`config.mk`:
```
export PLATFORM = sky130hd
export DESIGN_NAME = uart_irq_id_enhanced_ctrl
export DESIGN_NICKNAME = d
export VERILOG_FILES = /design/src/hdl/uart_irq_pkg.sv /design/src/hdl/irq_prio_if.sv /design/src/hdl/irq_prio_encoder.sv /design/src/hdl/uart_irq_id_enhanced_ctrl.sv
export SDC_FILE = /design/constraint.sdc
export NUM_CORES = 1
export LEC_CHECK = 0
export BUFFER_PORTS_ARGS = -buffer_cell sky130_fd_sc_hd__buf_2
export CORE_UTILIZATION = 54
export CTS_CLUSTER_SIZE = 30
export DETAILED_ROUTE_END_ITERATION = 10
export MAX_ROUTING_LAYER = met4
export PLACE_DENSITY = 0.8
export SLEW_MARGIN = 25
export SYNTH_ARGS = -nofsm -noshare
export SYNTH_HDL_FRONTEND = slang
export SYNTH_SLANG_ARGS = --single-unit
```
`constraint.sdc`:
```
create_clock -name sys_clk -period 2.2 [get_ports sys_clk]
set_clock_uncertainty 0.05 [all_clocks]
set_input_delay 0.44 -clock sys_clk [delete_from_list [all_inputs] [get_ports sys_clk]]
set_output_delay 0.44 -clock sys_clk [all_outputs]
set_load 0.005 [all_outputs]
```
`src/hdl/uart_irq_pkg.sv`:
```
// constants, codes and state layout for the interrupt id / enhanced ctrl
// block; assumes a byte-wide register port with 4-bit register indices
package uart_irq_pkg;

  // register indices (fifo_control is written where the id is read)
  localparam logic [3:0] IDX_INT_ENABLE   = 4'h1;
  localparam logic [3:0] IDX_SOURCE_FIFO  = 4'h2;
  localparam logic [3:0] IDX_MODEM_CTRL   = 4'h4;
  localparam logic [3:0] IDX_FLOW_THRESH  = 4'h6;
  localparam logic [3:0] IDX_ENHANCED     = 4'h8;

  // enhanced_feature_ctrl fields
  localparam int EFR_CTS_EN   = 7;
  localparam int EFR_RTS_EN   = 6;
  localparam int EFR_SPEC_EN  = 5;
  localparam int EFR_WR_GATE  = 4;

  // interrupt_enable fields
  localparam int IER_RHR   = 0;
  localparam int IER_THR   = 1;
  localparam int IER_LSR   = 2;
  localparam int IER_MODEM = 3;
  localparam int IER_XOFF  = 5;
  localparam int IER_RTS   = 6;
  localparam int IER_CTS   = 7;

  // gated write masks: high bits need the write gate
  localparam logic [7:0] IER_GATED_MASK = 8'hF0;
  localparam logic [7:0] FCR_GATED_MASK = 8'h30;
  localparam logic [7:0] MCR_GATED_MASK = 8'hE0;
  localparam int         MCR_RTS_BIT    = 1;
  localparam int         FCR_FIFO_EN    = 0;

  // flow thresholds count in steps of four characters
  localparam int THRESH_SHIFT = 2;

  // source slots, index 0 is the highest priority
  localparam int NUM_SRC  = 8;
  localparam int SRC_LSR  = 0;
  localparam int SRC_RTO  = 1;
  localparam int SRC_RHR  = 2;
  localparam int SRC_THR  = 3;
  localparam int SRC_MDM  = 4;
  localparam int SRC_PIN  = 5;
  localparam int SRC_XOFF = 6;
  localparam int SRC_CTSR = 7;

  localparam logic [5:0] SRC_CODE [NUM_SRC] = '{
    6'h06, 6'h0C, 6'h04, 6'h02, 6'h00, 6'h30, 6'h10, 6'h20};

  typedef struct packed {
    logic [7:0] interrupt_enable;
    logic [7:0] fifo_control;
    logic [7:0] modem_control;
    logic [7:0] flow_threshold;
    logic [7:0] enhanced_feature_ctrl;
    logic       cts_s1;
    logic       cts_s2;
    logic       cts_s3;
    logic       cts_lvl;
    logic       tx_space_d;
    logic       thr_pend;
    logic       spec_pend;
    logic       xoff_pend;
    logic       cts_pend;
    logic       rts_pend;
    logic       rts_n;
    logic       irq_n;
    logic       tx_halt;
    logic [3:0] sw_flow;
    logic [7:0] rdata;
  } state_s;

  // tx space memory starts high: a fifo with room at reset is no edge
  localparam state_s STATE_RESET = '{
    interrupt_enable: 8'h00, fifo_control: 8'h00, modem_control: 8'h00, flow_threshold: 8'h00,
    enhanced_feature_ctrl: 8'h00, cts_s1: 1'b1, cts_s2: 1'b1, cts_s3: 1'b1,
    cts_lvl: 1'b1, tx_space_d: 1'b1, thr_pend: 1'b0, spec_pend: 1'b0,
    xoff_pend: 1'b0, cts_pend: 1'b0, rts_pend: 1'b0, rts_n: 1'b1,
    irq_n: 1'b1, tx_halt: 1'b0, sw_flow: 4'h0, rdata: 8'h00};

endpackage

```
`src/hdl/irq_prio_if.sv`:
```
// carrier between the control block and its priority encoder
// assumes the encoder is purely combinational
`timescale 1ns/1ps
interface irq_prio_if;
  logic [7:0] pend;
  logic [5:0] code;
  logic       any;
  modport src (output pend, input code, input any);
  modport enc (input pend, output code, output any);
endinterface

```
`src/hdl/irq_prio_encoder.sv`:
```
// picks the highest-priority enabled pending source and its id code
// assumes pend already carries the enable gating
`timescale 1ns/1ps
module irq_prio_encoder
  import uart_irq_pkg::*;
(
  irq_prio_if.enc pr
);
  // walk from lowest to highest so the highest priority wins
  always_comb begin
    pr.code = 6'h01;
    pr.any  = 1'b0;
    for (int i = NUM_SRC - 1; i >= 0; i--) begin
      if (pr.pend[i]) begin
        pr.code = SRC_CODE[i];
        pr.any  = 1'b1;
      end
    end
  end
endmodule

```
`src/hdl/uart_irq_id_enhanced_ctrl.sv`:
```
// interrupt source identification and enhanced feature control
// assumes a byte register port, pending flags and fifo level from datapath
//
// Functional notes
// - id register is 8-bit, read-only
// - id bits 7:6 mirror fifo enable
// - id bit 0 low when interrupt pending
// - report highest source; codes for priorities 1-3
// - codes for priorities 4 to 7
// - cts/rts source only on low-to-high transition
// - cts flow enable halts tx on cts high
// - rts flow by halt and resume thresholds
// - special char matched, stored, flagged in id
// - write gate for extended enable/control fields
// - bits 3:0 select software flow mode
// - flow and detect enables clear at reset
// - sources count only when enabled, except io pin change
// - re-enabling tx interrupt raises nothing new
`timescale 1ns/1ps
module uart_irq_id_enhanced_ctrl
  import uart_irq_pkg::*;
(
  // clock and reset
  input  wire logic       sys_clk,
  input  wire logic       reset_n,
  // register port
  input  wire logic [3:0] reg_addr,
  input  wire logic       reg_wr,
  input  wire logic       reg_rd,
  input  wire logic [7:0] reg_wdata,
  output logic      [7:0] reg_rdata,
  // pending sources from the datapath
  input  wire logic       line_status_err,
  input  wire logic       rx_timeout,
  input  wire logic       rx_data_ready,
  input  wire logic       tx_space_ok,
  input  wire logic       tx_holding_write,
  input  wire logic       modem_change,
  input  wire logic       io_pin_change,
  input  wire logic       xoff_received,
  // received characters and fifo level
  input  wire logic       rx_char_valid,
  input  wire logic [7:0] rx_char,
  input  wire logic [7:0] second_stop_char,
  input  wire logic [6:0] rx_level,
  // pins and controls
  input  wire logic       cts_n,
  output logic            rts_n,
  output logic            irq_n,
  output logic            tx_halt,
  output logic      [3:0] sw_flow_mode,
  output logic            fifo_enable
);
  import uart_irq_pkg::*;

  state_s     r_reg;
  state_s     r_next;
  irq_prio_if pr ();

  logic       id_read;
  logic       rts_rise;
  logic       cts_rise;
  logic       spec_hit;
  logic [6:0] halt_lvl;
  logic [6:0] resume_lvl;

  irq_prio_encoder u_enc (
    .pr (pr)
  );

  assign id_read  = reg_rd && (reg_addr == IDX_SOURCE_FIFO);
  assign halt_lvl   = {1'b0, r_reg.flow_threshold[3:0], 2'b00};
  assign resume_lvl = {1'b0, r_reg.flow_threshold[7:4], 2'b00};
  assign spec_hit = rx_char_valid && r_reg.enhanced_feature_ctrl[EFR_SPEC_EN]
                    && (rx_char == second_stop_char);

  // enable gating of every source except io_pin_change
  always_comb begin
    pr.pend           = '0;
    pr.pend[SRC_LSR]  = line_status_err && r_reg.interrupt_enable[IER_LSR];
    pr.pend[SRC_RTO]  = rx_timeout && r_reg.interrupt_enable[IER_RHR];
    pr.pend[SRC_RHR]  = rx_data_ready && r_reg.interrupt_enable[IER_RHR];
    pr.pend[SRC_THR]  = r_reg.thr_pend && r_reg.interrupt_enable[IER_THR];
    pr.pend[SRC_MDM]  = modem_change && r_reg.interrupt_enable[IER_MODEM];
    pr.pend[SRC_PIN]  = io_pin_change;
    pr.pend[SRC_XOFF] = (r_reg.xoff_pend || r_reg.spec_pend)
                        && r_reg.interrupt_enable[IER_XOFF];
    pr.pend[SRC_CTSR] = (r_reg.cts_pend && r_reg.interrupt_enable[IER_CTS])
                        || (r_reg.rts_pend && r_reg.interrupt_enable[IER_RTS]);
  end

  always_comb begin
    r_next   = r_reg;
    rts_rise = 1'b0;
    cts_rise = 1'b0;

    // pin synchroniser: a change counts once stages two and three agree
    r_next.cts_s1 = cts_n;
    r_next.cts_s2 = r_reg.cts_s1;
    r_next.cts_s3 = r_reg.cts_s2;
    if (r_reg.cts_s2 == r_reg.cts_s3) begin
      r_next.cts_lvl = r_reg.cts_s3;
      cts_rise = r_reg.cts_s3 && !r_reg.cts_lvl;
    end

    // register writes
    if (reg_wr) begin
      unique case (reg_addr)
        IDX_INT_ENABLE: begin
          r_next.interrupt_enable = r_reg.enhanced_feature_ctrl[EFR_WR_GATE] ? reg_wdata
            : (r_reg.interrupt_enable & IER_GATED_MASK) | (reg_wdata & ~IER_GATED_MASK);
        end
        IDX_SOURCE_FIFO: begin
          r_next.fifo_control = r_reg.enhanced_feature_ctrl[EFR_WR_GATE] ? reg_wdata
            : (r_reg.fifo_control & FCR_GATED_MASK) | (reg_wdata & ~FCR_GATED_MASK);
        end
        IDX_MODEM_CTRL: begin
          r_next.modem_control = r_reg.enhanced_feature_ctrl[EFR_WR_GATE] ? reg_wdata
            : (r_reg.modem_control & MCR_GATED_MASK) | (reg_wdata & ~MCR_GATED_MASK);
        end
        IDX_FLOW_THRESH: r_next.flow_threshold = reg_wdata;
        IDX_ENHANCED:    r_next.enhanced_feature_ctrl = reg_wdata;
        default: ;
      endcase
    end

    // register reads; the id register has no write path at all
    if (reg_rd) begin
      unique case (reg_addr)
        IDX_INT_ENABLE:  r_next.rdata = r_reg.interrupt_enable;
        IDX_SOURCE_FIFO: r_next.rdata = {{2{r_reg.fifo_control[FCR_FIFO_EN]}},
                                         pr.code[5:1], !pr.any};
        IDX_MODEM_CTRL:  r_next.rdata = r_reg.modem_control;
        IDX_FLOW_THRESH: r_next.rdata = r_reg.flow_threshold;
        IDX_ENHANCED:    r_next.rdata = r_reg.enhanced_feature_ctrl;
        default:         r_next.rdata = 8'h00_00;
      endcase
    end

    // reading the id acknowledges the event source it reports, so the
    // next read shows the next one down
    if (id_read && pr.any) begin
      if (pr.code == SRC_CODE[SRC_THR]) begin
        r_next.thr_pend = 1'b0;
      end
      if (pr.code == SRC_CODE[SRC_XOFF]) begin
        r_next.xoff_pend = 1'b0;
        r_next.spec_pend = 1'b0;
      end
      if (pr.code == SRC_CODE[SRC_CTSR]) begin
        r_next.cts_pend = 1'b0;
        r_next.rts_pend = 1'b0;
      end
    end
    if (tx_holding_write) begin
      r_next.thr_pend = 1'b0;
    end

    // rts flow: hysteresis between halt and resume levels
    if (r_reg.enhanced_feature_ctrl[EFR_RTS_EN]) begin
      if (rx_level >= halt_lvl) begin
        r_next.rts_n = 1'b1;
      end else if (rx_level <= resume_lvl) begin
        r_next.rts_n = 1'b0;
      end
    end else begin
      r_next.rts_n = !r_reg.modem_control[MCR_RTS_BIT];
    end
    rts_rise = r_next.rts_n && !r_reg.rts_n;

    // sets come last so an event in a clearing cycle survives;
    // only an edge of tx space sets the flag, never an enable write
    r_next.tx_space_d = tx_space_ok;
    if (tx_space_ok && !r_reg.tx_space_d) begin
      r_next.thr_pend = 1'b1;
    end
    if (spec_hit) begin
      r_next.spec_pend = 1'b1;
    end
    if (xoff_received) begin
      r_next.xoff_pend = 1'b1;
    end
    if (cts_rise) begin
      r_next.cts_pend = 1'b1;
    end
    if (rts_rise) begin
      r_next.rts_pend = 1'b1;
    end

    r_next.irq_n   = !pr.any;
    r_next.tx_halt = r_reg.enhanced_feature_ctrl[EFR_CTS_EN] && r_reg.cts_lvl;
    r_next.sw_flow = r_reg.enhanced_feature_ctrl[3:0];
  end

  always_ff @(posedge sys_clk) begin
    if (!reset_n) begin
      r_reg <= STATE_RESET;
    end else begin
      r_reg <= r_next;
    end
  end

  assign reg_rdata    = r_reg.rdata;
  assign rts_n        = r_reg.rts_n;
  assign irq_n        = r_reg.irq_n;
  assign tx_halt      = r_reg.tx_halt;
  assign sw_flow_mode = r_reg.sw_flow;
  assign fifo_enable  = r_reg.fifo_control[FCR_FIFO_EN];

endmodule

```
After elaboration in Yosys (flattened, before gate mapping) --
Cells that the tools add are included.
Cells by class: add/sub/neg operators 0, multiply operators 0, div/mod/pow operators 0, order comparisons 2, eq/ne operators 10, shifts and indexed selects 0, muxes and demuxes 34, bitwise gates (word level) 3, reductions and logical operators 43
Operator list (number):
- 6-bit two-way mux | 9
- 8-bit one-hot mux with 5 select lines | 1
- 2-bit AND reduction | 10
- 1-bit two-way mux | 19
- 1-bit logical AND | 16
- 8-bit two-way mux | 2
- 2-bit nonzero test | 8
- 4-bit by 3-bit == test with 1-bit output (second input constant) | 2
- 8-bit == test | 1
- 8-bit by 4-bit bitwise OR with 8-bit output | 1
- 8-bit by 5-bit bitwise OR with 8-bit output | 1
- 7-bit by 6-bit >= comparator with 1-bit output | 1
- 7-bit by 6-bit <= comparator with 1-bit output | 1
- 6-bit by 2-bit == test with 1-bit output (second input constant) | 1
- 6-bit by 5-bit == test with 1-bit output (second input constant) | 1
- 6-bit == test (second input constant) | 1
- 6-bit by 4-bit bitwise OR with 6-bit output | 1
- 3-bit nonzero test | 2
- 1-bit zero test | 5
- 5-bit two-way mux | 1
- 4-bit by 1-bit == test with 1-bit output (second input constant) | 1
- 4-bit by 2-bit == test with 1-bit output (second input constant) | 1
- 4-bit == test (second input constant) | 1
- 2-bit two-way mux | 2
- 2 further kinds | 3
Word-level totals: bits in registers 63, bits in latches 0, bits in writable memories 0, memory bits (read-only) 0, bits of input ports 49, output and inout bits 16, word-level logic and storage cells 112, memories 0

Logic depth before layout (Yosys ltp) --
depth in word-level cells 15, depth in mapped cells 6

Modules after synthesis --
Synthesis repeated with hierarchy kept, for this count alone.
Second synthesis, totals: cell total of the unflattened synthesis 329, area, all modules 2890.3 um^2
Modules (own cells, without submodules):
- uart_irq_id_enhanced_ctrl | times used 1, cells an instance 316, area an instance 2805.2 um^2, sequential area each 1161.1 um^2
- irq_prio_encoder | times used 1, cells an instance 13, area an instance 85.1 um^2, sequential area each 0.0 um^2

Least setup slack after synthesis --
No wires, ideal clock.
path kind input port to flip-flop, from input port reg_addr[1], to register r_reg[32] (netlist name), arrival time 1.548 ns, required time 2.017 ns, setup slack 0.469 ns, stages 6, cell sequence clkbuf_1 nor4b_2 buf_2 nand2_1 nand2_1 a21oi_1
On the way: word-level cells in the longest chain between the ends 2
RTL lines:
- from (decl) | line uart_irq_id_enhanced_ctrl.sv:27 | input wire logic [3:0] reg_addr,
- 4-bit == test | line uart_irq_id_enhanced_ctrl.sv:108 | unique case (reg_addr)
- 2-bit AND reduction (no source line)
- to (signal assigned) | line uart_irq_id_enhanced_ctrl.sv:199 | r_reg <= r_next;
- to (decl) | line uart_irq_id_enhanced_ctrl.sv:56 | state_s r_reg;
Every way passes these cells. A chain may end at the register's enable or synchronous reset.

Worst setup path in the final report --
from register r_reg[58] (netlist name), to register r_reg, in the netlist reg_rdata[0]
On the way: word-level cells in the longest chain between the ends 7
RTL lines:
- 1-bit logical AND | line uart_irq_id_enhanced_ctrl.sv:83 | pr.pend[SRC_THR] = r_reg.thr_pend && r_reg.interrupt_enable[IER_THR];
- 1-bit two-way mux (4 in series) | line irq_prio_encoder.sv:14 | if (pr.pend[i]) begin
- 1-bit zero test | line uart_irq_id_enhanced_ctrl.sv:132 | pr.code[5:1], !pr.any};
- 8-bit one-hot mux with 5 select lines | line uart_irq_id_enhanced_ctrl.sv:129 | unique case (reg_addr)
Every way passes these cells.

==> out/metrics.cfg <==
[finish]
final_common_cell=buf_2
multiInputGateArea_um2=1530
syn_to_final_growth_pct=17.9
fin_nets=444
final_cell_mix=buf_2, dfxtp_1, nand2_1, nand3_1, a21oi_1
largest_reg_flops=32
register_area_um2=1160
antenna_cells=0
drive_above_1_share_pct=24.0
fillers=440

[global_routing]
overflow=0
grt.total_usage_pct=29.9
antenna_found_initial=0
grt_pass1_wl_um=11800
grt_start_max_net_pins=24
grt_pass1_vias=2438

[yosys]
async_reset_ff_share_pct=0
synth_nets=391
synth-simple-area-share_pct=25.3
synth_top_family_by_area=simple AND/OR/NAND/NOR gates
syn_area_um2=2880
ys_ff_latch=58
synthXorXnorAreaFrac_pct=2.43
yosysUniqueCellTypes=54
ys.flop_type=dfxtp_1
ys_warn_count=0
syn_avg_cell_area_um2=8.62
synth-edff-count=0
synth.area.mux_share_pct=3.82
synthCells=334
synth_fa_ha_area_share_pct=3.48
synth_compound_area_share_pct=18.0
yosysSeqAreaShare_pct=40.3

[clocking]
clk_pin_slew_ns=0.07
cts_tree=yes
postCtsSetupBuffers=0
cts_buffers=9
cts.path.max_buffers=2
clk_latency_ns=0.35
cts_hold_buffers=0
ctsResizeCount=0
h-tree-depth=3
ctsRootBufferMaster=clkbuf_8
cts.sinks=58

[power]
ir_worst_vdd_mv=0.514
cellPowerDensity_nw_per_um2=673
leakage_nw=1.37

[routing]
drcViolationCount=0
wl_per_cell_um=16.3
vias_per_cell=6.00
drt-total-wl_um=7530
drt.antenna.violating_nets=0
vias=2771
drt-initial-drc-count=299
first_pass_iters=6

[hold_path]
worstHoldPathType=in2reg

[place]
gp_congestion=0.918
io_buffers=64
place_hpwl_um=5640
place_ws_ns=0.236

[sta]
setup_violations=0
finalCritPeriodShare_pct=81.4
tns_ns=0
rsz0062_at_grt=no
timing.fmax_mhz=558
hold_violations=0
final_max_slew_viol_count=0
fin_crit_ns=1.79
maxSlewHeadroom_pct=65.0
setup_slack_ns=0.408
hold_ws_ns=0.233
worst_pin_slew_ns=0.517

[flow_run]
cap_violations=0

[floorplanning]
rows=26
start_util_pct=56.4
die-height_um=75.0
coreArea_um2=5110
die_area_um2=5630
die-width_um=75.0
io_pins=65

[worst_setup_path]
cp-end-kind=register
critPathSlowestCell=or4b_4
crit_chain=a22o_1 > or4b_4 > o21a_1 > a211oi_2
cp_max_fo=5
cp.arrival_ns=2.00
critPathMaxStageDelay_ns=0.56
crit_path_start_kind=register
cp.required_ns=2.41
path_class=reg2reg

[outcome]
status=finished, final reports clean

[Yosys cell counts (all sizes together) (8+ instances only)]
| master | n | area (um^2) |
|---|---|---|
| dfxtp | 58 | 1160 |
| nand2 | 39 | 146 |
| nand3 | 29 | 145 |
| a21oi | 28 | 140 |
| nor2 | 19 | 71.3 |
| buf | 17 | 114 |
| o21ai | 12 | 60.1 |
| clkbuf | 11 | 41.3 |
| mux2i | 11 | 110 |
| inv | 10 | 37.5 |
| a22o | 8 | 70.1 |
| ha | 8 | 100 |
[worst max-delay path, delay by kind of cell (launching register included)]
kind | cells | cell delay, ns
AO/OA/AOI/OAI | 3 | 0.73
flip-flops | 1 | 0.36
AND/OR/NAND/NOR | 1 | 0.56
[through the flow]
| stage | instance area (um^2) | total power (W) | utilization (%) | instances |
|---|---|---|---|---|
| 6_report | 3390 | 0.00229 | 66.5 | 462 |
| 5_1_grt | 3390 | 0.00236 | 66.5 | 462 |
| 4_1_cts | 3390 | 0.00228 | 66.5 | 462 |
| 3_5_place_dp | 3190 | 0.00130 | 62.5 | 446 |
| 2_1_floorplan | 2880 | 0.00121 | - | 334 |
| 3_3_place_gp | 3190 | 0.00130 | 62.5 | 446 |
[metal layers]
metal  up-vias  wire, um  track usage, %
met5         -         0               -
met3        28       739            5.76
met2       157      3330            42.5
met4         0       263            17.2
met1      1291      3200            39.6
li1       1295         -               -
[where the power goes]
part	internal (W)	switching, W	leakage [nW]	total, W
clock network	0.000578	0.000425	0.105	0.00100
registers	0.00107	0.0000111	0.470	0.00108
logic	0.0000871	0.000119	0.797	0.000206
[cell families (layout without fill, tap and decap cells)]
| logic type | after synthesis | after routing |
|---|---|---|
| flops | 58 | 58 |
| compound gates | 79 | 79 |
| simple gates | 132 | 132 |
| buf+inv | 38 | 96 |
| xor+xnor | 8 | 8 |
| mux | 11 | 11 |
| fa+ha+maj | 8 | 8 |
[cell type report]
class / count / area share (%)
sequential: 58 / 34.2
timing repair buffer: 70 / 11.1
tap: 70 / 2.58
inverter: 10 / 1.11
multi-input combinational: 238 / 45.0
clock buffer: 11 / 4.46
clock inverter: 5 / 1.55
[path summary, 6_finish.rpt]
| kind | startpoint | end | slack, ns | depth (start not counted) |
|---|---|---|---|---|
| max | r_reg[58] | reg_rdata[0] | 0.41 | 4 |
| min | cts_n | r_next[23] | 0.23 | 2 |
| max reg2reg | r_reg[58] | reg_rdata[0] | 0.41 | 4 |
| min reg2reg | r_next[23] | r_next[22] | 0.36 | 1 |
Note: power is estimated with default switching activity, not from simulation.
